--- config.mk ---
export PLATFORM = sky130hd
export DESIGN_NAME = uieid_core
export DESIGN_NICKNAME = d
export VERILOG_FILES = /design/src/logic/uieid_pkg.sv /design/src/logic/uieid_core.sv /design/src/logic/uieid_prio_pick.sv /design/src/logic/uieid_sticky.sv
export SDC_FILE = /design/constraint.sdc
export NUM_CORES = 1
export LEC_CHECK = 0
export BUFFER_PORTS_ARGS = -buffer_cell sky130_fd_sc_hd__buf_2
export CAP_MARGIN = 20
export CORE_MARGIN = 1
export CORE_UTILIZATION = 49
export CTS_BUF_LIST = sky130_fd_sc_hd__clkbuf_4 sky130_fd_sc_hd__clkbuf_8
export CTS_CLUSTER_DIAMETER = 80
export DETAILED_ROUTE_END_ITERATION = 8
export PLACE_DENSITY = 0.88
export SYNTH_ARGS = -nofsm -noshare
export SYNTH_HDL_FRONTEND = slang
export SYNTH_HIERARCHICAL = 1
export SYNTH_SLANG_ARGS = --single-unit
--- constraint.sdc ---
create_clock -name mclk -period 4.3 [get_ports mclk]
set_clock_uncertainty 0.1 [all_clocks]
set_input_delay 0.86 -clock mclk [delete_from_list [all_inputs] [get_ports mclk]]
set_output_delay 0.86 -clock mclk [all_outputs]
set_load 0.02 [all_outputs]
--- src/logic/uieid_pkg.sv ---
`default_nettype none
package uieid_pkg;
  // ---------------------------------------------------------------------------
  // Register addresses and line-format selects
  // ---------------------------------------------------------------------------
  localparam logic [3:0] OFF_MASK     = 4'h1;
  localparam logic [3:0] OFF_SOURCE   = 4'h2;
  localparam logic [7:0] LFMT_EXT_KEY = 8'hbf;
  localparam int         LFMT_DLAB    = 7;
  localparam int         EXT_UNLOCK   = 4;

  // ---------------------------------------------------------------------------
  // Mask register bit positions
  // ---------------------------------------------------------------------------
  localparam int M_RXDATA = 0;
  localparam int M_TXRDY  = 1;
  localparam int M_LINE   = 2;
  localparam int M_MODEM  = 3;
  localparam int M_SLEEP  = 4;
  localparam int M_SWFC   = 5;
  localparam int M_RTSDTR = 6;
  localparam int M_CTSDSR = 7;

  // ---------------------------------------------------------------------------
  // Reset values and source codes (bits 5..0)
  // ---------------------------------------------------------------------------
  localparam logic [7:0] MASK_RESET   = 8'h00;
  localparam logic [7:0] DIVHI_RESET  = 8'h00;
  localparam logic [7:0] SOURCE_IDLE  = 8'h01;
  localparam logic [5:0] CODE_LINE    = 6'h06;
  localparam logic [5:0] CODE_RXTO    = 6'h0c;
  localparam logic [5:0] CODE_RXDATA  = 6'h04;
  localparam logic [5:0] CODE_TXRDY   = 6'h02;
  localparam logic [5:0] CODE_MODEM   = 6'h00;
  localparam logic [5:0] CODE_PIN     = 6'h30;
  localparam logic [5:0] CODE_SWFC    = 6'h10;
  localparam logic [5:0] CODE_CTSRTS  = 6'h20;
  localparam logic [5:0] CODE_NONE    = 6'h01;
  localparam int         FIFO_DEPTH   = 64;

  // ---------------------------------------------------------------------------
  // Carriers
  // ---------------------------------------------------------------------------
  typedef struct packed {
    logic       lineErr;
    logic       rxTimeout;
    logic       rxData;
    logic       pinChange;
    logic       ctsRtsOff;
    logic       modemChange;
    logic       xoffSeen;
    logic       xonSeen;
    logic       specialSeen;
  } uieid_events_t;

  typedef struct packed {
    logic       fifoEnable;
    logic [6:0] txFree;
    logic [6:0] txTrigger;
    logic       txHoldEmpty;
    logic       txEmpty;
    logic       rxEmpty;
  } uieid_queue_t;

  typedef struct packed {
    logic       sel;
    logic       wr;
    logic       rd;
    logic [3:0] addr;
    logic [7:0] wdata;
  } uieid_hostreq_t;

  typedef enum logic [1:0] {
    SLP_AWAKE  = 2'b01,
    SLP_ASLEEP = 2'b10
  } uieid_sleep_t;
endpackage : uieid_pkg
`default_nettype wire

--- src/logic/uieid_core.sv ---
`default_nettype none
// How it works
// - Mask bits 7,6,3,2,0 enable CTS/DSR, RTS/DTR, modem, line status, receive data.
// - Mask bit 5 enables the software flow control interrupt.
// - Mask bit 1: transmit ready on empty holding, or free space above trigger.
// - Mask bits 7..4 are writable only while extended unlock bit is 1.
// - Mask bit 4 enables sleep, effective only with extended unlock set.
// - Sleep entry needs no pending interrupt, stable modem, idle receive, empty queues.
// - Modem toggle, receive low, or transmit write wakes the channel.
// - Sleep stops the oscillator; wake detection is combinational, needs no clock.
// - Offset 1 is divisor high byte when line format bit 7 set, not 0xbf.
// - Offset 1 is the mask register when line format bit 7 is 0; resets zero.
// - Source bit 0 reads 1 when nothing pending, 0 when pending.
// - Codes: line 000110 p1, timeout 001100, data 000100 p2, tx 000010, modem 000000.
// - Input pin change reports 110000 at priority 5.
// - Xoff or special character reports 010000 at priority 6.
// - CTS/RTS going inactive reports 100000 at priority 7.
// - Xoff cause cleared by Xon; special character cause cleared by source read.
// - Queue enable selects 64-entry queues, else single-character holding.
module uieid_core
  import uieid_pkg::*;
#(
  parameter int QDEPTH = uieid_pkg::FIFO_DEPTH
) (
  // Clock and resets
  input  wire logic                      mclk,
  input  wire logic                      rstn,
  input  wire logic                      porRstn,
  // Host register port
  input  wire uieid_pkg::uieid_hostreq_t hostReq,
  output logic                    [7:0]  hostRdata,
  // Configuration from neighbouring registers
  input  wire logic               [7:0]  lineFormat,
  input  wire logic               [7:0]  extFeature,
  // Channel status
  input  wire uieid_pkg::uieid_events_t  events,
  input  wire uieid_pkg::uieid_queue_t   queue,
  input  wire logic                      modemToggle,
  input  wire logic                      rxPin,
  input  wire logic                      txWrite,
  // Results
  output logic                    [7:0]  interruptMaskReg,
  output logic                    [7:0]  baudDivisorHigh,
  output logic                    [7:0]  interruptSourceReg,
  output logic                           irqPending,
  output logic                           sleepStopOsc,
  output logic                           wakeRequest
);
  import uieid_pkg::*;

  // Elaboration guard: the mirrored enable bit only knows the one depth
  if (QDEPTH != FIFO_DEPTH) begin : g_badDepth
    $error("uieid_core: queue depth must be 64");
  end

  // ---------------------------------------------------------------------------
  // State
  // ---------------------------------------------------------------------------
  typedef struct packed {
    logic [7:0]   mask;
    logic [7:0]   source;
    logic [7:0]   divHi;
    uieid_sleep_t slp;
  } uieid_state_t;

  uieid_state_t st_reg;
  uieid_state_t st_next;

  // ---------------------------------------------------------------------------
  // Decode
  // ---------------------------------------------------------------------------
  logic dlabOpen;
  logic unlocked;
  logic maskWr;
  logic divWr;
  logic srcRd;
  // Offset 1 under the extended key matches neither register and reads zero
  assign dlabOpen = lineFormat[LFMT_DLAB] && (lineFormat != LFMT_EXT_KEY);
  assign unlocked = extFeature[EXT_UNLOCK];
  assign maskWr   = hostReq.sel && hostReq.wr && hostReq.addr == OFF_MASK && !lineFormat[LFMT_DLAB];
  assign divWr    = hostReq.sel && hostReq.wr && hostReq.addr == OFF_MASK && dlabOpen;
  assign srcRd    = hostReq.sel && hostReq.rd && hostReq.addr == OFF_SOURCE && !lineFormat[LFMT_DLAB];

  // ---------------------------------------------------------------------------
  // Flow-control causes are sticky
  // ---------------------------------------------------------------------------
  logic xoffFlag;
  logic specFlag;
  uieid_sticky u_xoff (
    .mclk  (mclk),
    .rstn  (rstn),
    .setEn (events.xoffSeen),
    .clrEn (events.xonSeen),
    .flag  (xoffFlag)
  );
  uieid_sticky u_spec (
    .mclk  (mclk),
    .rstn  (rstn),
    .setEn (events.specialSeen),
    .clrEn (srcRd),
    .flag  (specFlag)
  );

  // ---------------------------------------------------------------------------
  // Transmit ready condition
  // ---------------------------------------------------------------------------
  logic txReady;
  // Non-queue mode uses the holding flag; queue mode compares free space
  assign txReady = queue.fifoEnable ? (queue.txFree > queue.txTrigger) : queue.txHoldEmpty;

  // ---------------------------------------------------------------------------
  // Priority pick over enabled sources, index 0 highest
  // ---------------------------------------------------------------------------
  logic [7:0] req;
  logic [7:0] grant;
  logic       anyReq;
  always_comb begin
    req[0] = events.lineErr     && st_reg.mask[M_LINE];
    req[1] = events.rxTimeout   && st_reg.mask[M_RXDATA];
    req[2] = events.rxData      && st_reg.mask[M_RXDATA];
    req[3] = txReady            && st_reg.mask[M_TXRDY];
    req[4] = events.modemChange && st_reg.mask[M_MODEM];
    req[5] = events.pinChange   && st_reg.mask[M_RTSDTR];
    req[6] = (xoffFlag || specFlag) && st_reg.mask[M_SWFC];
    req[7] = events.ctsRtsOff   && st_reg.mask[M_CTSDSR];
  end

  uieid_prio_pick #(.N(8)) u_pick (
    .req   (req),
    .grant (grant),
    .any   (anyReq)
  );

  // Code for the winner; unselected sources never reach the code
  logic [5:0] code;
  always_comb begin
    code = CODE_NONE;
    unique case (1'b1)
      grant[0]: code = CODE_LINE;
      grant[1]: code = CODE_RXTO;
      grant[2]: code = CODE_RXDATA;
      grant[3]: code = CODE_TXRDY;
      grant[4]: code = CODE_MODEM;
      grant[5]: code = CODE_PIN;
      grant[6]: code = CODE_SWFC;
      grant[7]: code = CODE_CTSRTS;
      default:  code = CODE_NONE;
    endcase
  end

  // ---------------------------------------------------------------------------
  // Sleep conditions
  // ---------------------------------------------------------------------------
  logic sleepArmed;
  logic sleepOk;
  assign sleepArmed  = st_reg.mask[M_SLEEP] && unlocked;
  assign sleepOk     = sleepArmed && !anyReq && !modemToggle && rxPin
                       && queue.txEmpty && queue.rxEmpty;
  // Combinational so wake works while the oscillator is stopped
  assign wakeRequest = modemToggle || !rxPin || txWrite;

  // ---------------------------------------------------------------------------
  // Next state
  // ---------------------------------------------------------------------------
  always_comb begin
    st_next = st_reg;
    if (maskWr) begin
      st_next.mask[3:0] = hostReq.wdata[3:0];
      if (unlocked) st_next.mask[7:4] = hostReq.wdata[7:4];
    end
    if (divWr) st_next.divHi = hostReq.wdata;
    st_next.source = {queue.fifoEnable, queue.fifoEnable, code};
    unique case (st_reg.slp)
      SLP_AWAKE:  if (sleepOk && !wakeRequest) st_next.slp = SLP_ASLEEP;
      SLP_ASLEEP: if (wakeRequest || !sleepArmed) st_next.slp = SLP_AWAKE;
      default:    st_next.slp = SLP_AWAKE;
    endcase
  end

  // ---------------------------------------------------------------------------
  // Registers
  // ---------------------------------------------------------------------------
  // Soft reset leaves the divisor alone so a running baud rate survives it
  always_ff @(posedge mclk) begin
    st_reg <= st_next;
    if (!rstn) begin
      st_reg.mask   <= MASK_RESET;
      st_reg.source <= SOURCE_IDLE;
      st_reg.slp    <= SLP_AWAKE;
    end
    if (!porRstn) begin
      st_reg.divHi <= DIVHI_RESET;
    end
  end

  // ---------------------------------------------------------------------------
  // Outputs and read data
  // ---------------------------------------------------------------------------
  assign interruptMaskReg   = st_reg.mask;
  assign baudDivisorHigh    = st_reg.divHi;
  assign interruptSourceReg = st_reg.source;
  assign irqPending         = !st_reg.source[0];
  assign sleepStopOsc       = (st_reg.slp == SLP_ASLEEP) && !wakeRequest;

  always_comb begin
    hostRdata = 8'h00;
    if (hostReq.addr == OFF_MASK) hostRdata = dlabOpen ? st_reg.divHi
                                            : (lineFormat[LFMT_DLAB] ? 8'h00 : st_reg.mask);
    else if (hostReq.addr == OFF_SOURCE && !lineFormat[LFMT_DLAB]) hostRdata = st_reg.source;
  end
endmodule : uieid_core // uieid_core
`default_nettype wire

--- src/logic/uieid_prio_pick.sv ---
`default_nettype none
// -----------------------------------------------------------------------------
// Fixed-priority encoder: lowest index wins
// -----------------------------------------------------------------------------
module uieid_prio_pick #(
  parameter int N = 8
) (
  // Request vector and winner
  input  wire logic [N-1:0] req,
  output logic      [N-1:0] grant,
  output logic              any
);
  import uieid_pkg::*;

  // Elaboration guard: an empty request vector has no lowest bit
  if (N < 1) begin : g_badWidth
    $error("uieid_prio_pick: N must be at least 1");
  end

  // Isolate lowest set bit
  always_comb begin
    grant = req & (~req + N'(1));
    any   = |req;
  end
endmodule : uieid_prio_pick // uieid_prio_pick
`default_nettype wire

--- src/logic/uieid_sticky.sv ---
`default_nettype none
// -----------------------------------------------------------------------------
// Sticky flag: set wins over clear
// -----------------------------------------------------------------------------
module uieid_sticky (
  // Clock and reset
  input  wire logic mclk,
  input  wire logic rstn,
  // Control
  input  wire logic setEn,
  input  wire logic clrEn,
  output logic      flag
);
  import uieid_pkg::*;

  logic flag_reg;
  logic flag_next;

  // Set beats clear so a same-cycle event is not lost
  always_comb begin
    flag_next = flag_reg;
    if (clrEn) flag_next = 1'b0;
    if (setEn) flag_next = 1'b1;
  end

  always_ff @(posedge mclk) begin
    if (!rstn) flag_reg <= 1'b0;
    else flag_reg <= flag_next;
  end

  assign flag = flag_reg;
endmodule : uieid_sticky // uieid_sticky
`default_nettype wire

==> load_flow_metrics.sql <==
INSERT INTO impl_metrics (metric_group, metric, value, unit) VALUES
('synth', 'synth.yosys.seq_area_share', '31.4', '%'),
('cells_and_area', 'final_cells', '312', ''),
('critical_path', 'critical_path.startpoint', 'hostReq[11]', ''),
('die', 'io_pins', '99', ''),
('critical_path', 'critical_path_arrival', '2450', 'ps'),
('synth', 'synth_fp_nets', '272', ''),
('synth', 'netlist.area_leader.share', '31.4', '%'),
('synth', 'synth_cell_type_count', '41', ''),
('synth', 'synthXorXnorAreaFrac', '0', '%'),
('die', 'die_y', '61.2', 'um'),
('sta', 'timing.final.max_slew_violations', '0', ''),
('die', 'core_area', '0.00334', 'sq mm'),
('cells_and_area', 'multi_input_area', '927', 'sq um'),
('cts', 'cts.path.max_buffers', '2', ''),
('cts', 'clkSinkCount', '27', ''),
('synth', 'synthFlopType', 'dfxtp_1', ''),
('cts', 'cts-htree-levels', '1', ''),
('synth', 'synth_enable_flop_cells', '0', ''),
('sta', 'final_period_util', '79.4', '%'),
('grt', 'grt_use_total', '19.9', '%'),
('synth', 'share_of_the_synthesized_area_in_compound_gates_ao_oa_aoi_oai', '16.4', '%'),
('cts', 'clkTransAtPathRegs', '150', 'ps'),
('placed_design', 'post-place-cells', '308', ''),
('die', 'die_area', '0.00375', 'sq mm'),
('run', 'reported_max_cap_violation_count', '0', ''),
('critical_path', 'critical_path.reg2reg.startpoint', 'interruptMaskReg[1]', ''),
('power_and_ir_drop', 'leakagePower', '1.09', 'nW'),
('route', 'final_antenna_net_count', '0', ''),
('synth', 'synth.most_common_cell', 'dfxtp_1', ''),
('grt', 'grt_start_max_net_pins', '22', ''),
('route', 'drt_pass1_iterations', '4', ''),
('sta', 'timing.final.hold_violations', '0', ''),
('status', 'run_status', 'completed', ''),
('synth', 'yosys_top_cell_by_area', 'dfxtp_1', ''),
('grt', 'grt_overflow', '0', ''),
('sta', 'max_slew_margin', '36.0', '%'),
('grt', 'grt_first_pass_wirelength', '5.53', 'mm'),
('grt', 'antenna_found_initial', '0', ''),
('placed_design', 'gp_routability_congestion', '0.743', ''),
('placed_design', 'io_buffers', '91', ''),
('cells_and_area', 'ff_latch_area', '541', 'sq um'),
('sta', 'report.final.setup_viol', '0', ''),
('power_and_ir_drop', 'fin_total_pwr', '0.430', 'mW'),
('synth', 'synth_seq_cells', '27', ''),
('cts', 'cts_setup_buffers', '0', ''),
('synth', 'post_synth_main_area_contributors', 'dfxtp_1 31%, buf_4 11%, ha_1 5.1%', ''),
('synth', 'largest_family_of_logic_cells_by_synthesized_area', 'simple AND/OR/NAND/NOR gates', ''),
('sta', 'setup_total_negative_slack', '0', 'ps'),
('synth', 'synth.top_cells.by_count', '27 x dfxtp_1, 26 x buf_4, 16 x nand2_1', ''),
('route', 'routed_wl', '3.66', 'mm'),
('cts', 'worstSkewPairLatency', '320', 'ps'),
('synth', 'yosysWarningCount', '6', ''),
('cells_and_area', 'area_growth', '19.4', '%'),
('placed_design', 'hpwlAfterDp', '3.08', 'mm'),
('cells_and_area', 'final.fill_count', '333', ''),
('critical_path', 'worstPathRequired', '3340', 'ps'),
('critical_path', 'timing.critical_path.from_type', 'input port', ''),
('power_and_ir_drop', 'power_frac_clock', '25.3', '%'),
('sta', 'maxClockFrequency', '293', 'MHz'),
('route', 'initialDrtViolationCount', '100', ''),
('cts', 'tritoncts.num_buffers', '3', ''),
('critical_path', 'timing.setup.critical_path_class', 'in -> out', ''),
('cts', 'cts.hold.buffers_added', '0', ''),
('cells_and_area', 'final_layout_size_suffix_gt1_share', '39.1', '%'),
('cts', 'clockRootBuffer', 'clkbuf_4', ''),
('synth', 'synth_area_per_cell', '8.55', 'sq um'),
('power_and_ir_drop', 'netSwitchingFraction', '25.2', '%'),
('route', 'detail_route.wl_per_cell', '11.7', 'um'),
('die', 'rows', '21', ''),
('synth', 'post_synth_inst_count', '201', ''),
('power_and_ir_drop', 'p_seq_share', '59.1', '%');
## cell usage in the layout (no fill, tap or decap), drive strengths merged, types with 4 or more instances in the layout
cell type / Yosys / final
nor2b: 9 / 9
nand2: 16 / 16
mux2i: 4 / 4
inv: 11 / 11
and2: 12 / 12
buf: 27 / 91
a21o: 6 / 6
a22o: 6 / 6
ha: 7 / 7
o21ai: 13 / 13
o21a: 4 / 4
a21oi: 4 / 4
nand3: 15 / 15
dfxtp: 27 / 27
nor2: 9 / 9
## cell families after synthesis
logic type,count (synthesis)
fa+ha+maj,7
simple gates,81
compound gates,41
flops,27
mux,4
buf+inv,41
## worst paths after layout
kind / endpoint / slack, ps / depth (start not counted)
worst max-delay path: hostRdata[6] / 890 / 5
worst min-delay path: baudDivisorHigh[3] / 390 / 2
worst max register to register: interruptSourceReg[1] / 2480 / 8
worst min register to register: baudDivisorHigh[3] / 390 / 2
## power groups by stage
stage | Sequential, mW | Clock (mW) | Combinational [mW]
6_report | 0.254 | 0.109 | 0.0670
5_1_grt | 0.255 | 0.124 | 0.0761
4_1_cts | 0.255 | 0.113 | 0.0673
3_5_place_dp | 0.260 | 0 | 0.0670
3_3_place_gp | 0.260 | 0 | 0.0649
2_1_floorplan | 0.259 | 0 | 0.0343
## per-stage QoR
step                worst slack, ps  hold WS (ps)  cell area [sq um]
finish                          887           395               2050
global placement                918           368               2020
floorplan                      1250           358               1720
CTS                             906           396               2050
global route                    786           419               2050
detailed placement              921           376               2020
## worst max-delay path, stage by stage
cell and delay [ps]:
buf_2 120, or4b_4 590, nor2_1 470, a221o_1 250
buf_2 160
## per-layer routing
metal	vias up	wire length (um)	part of all wire (%)	global-route usage [%]
met5	-	0	0	0
met4	0	63	1.7	8.44
met3	6	220	6.0	1.68
met2	59	1800	49	34.2
met1	712	1580	43	25.6
li1	815	-	-	-
## cell type report
| class | count | share of cell area [%] |
|---|---|---|
| Tap cell | 46 | 2.80 |
| Sequential cell | 27 | 26.3 |
| Clock inverter | 1 | 0.366 |
| Inverter | 11 | 2.01 |
| Clock buffer | 3 | 1.10 |
| Timing Repair Buffer | 91 | 22.2 |
| Multi-Input combinational cell | 133 | 45.2 |
(Power assumes the default switching activity.)
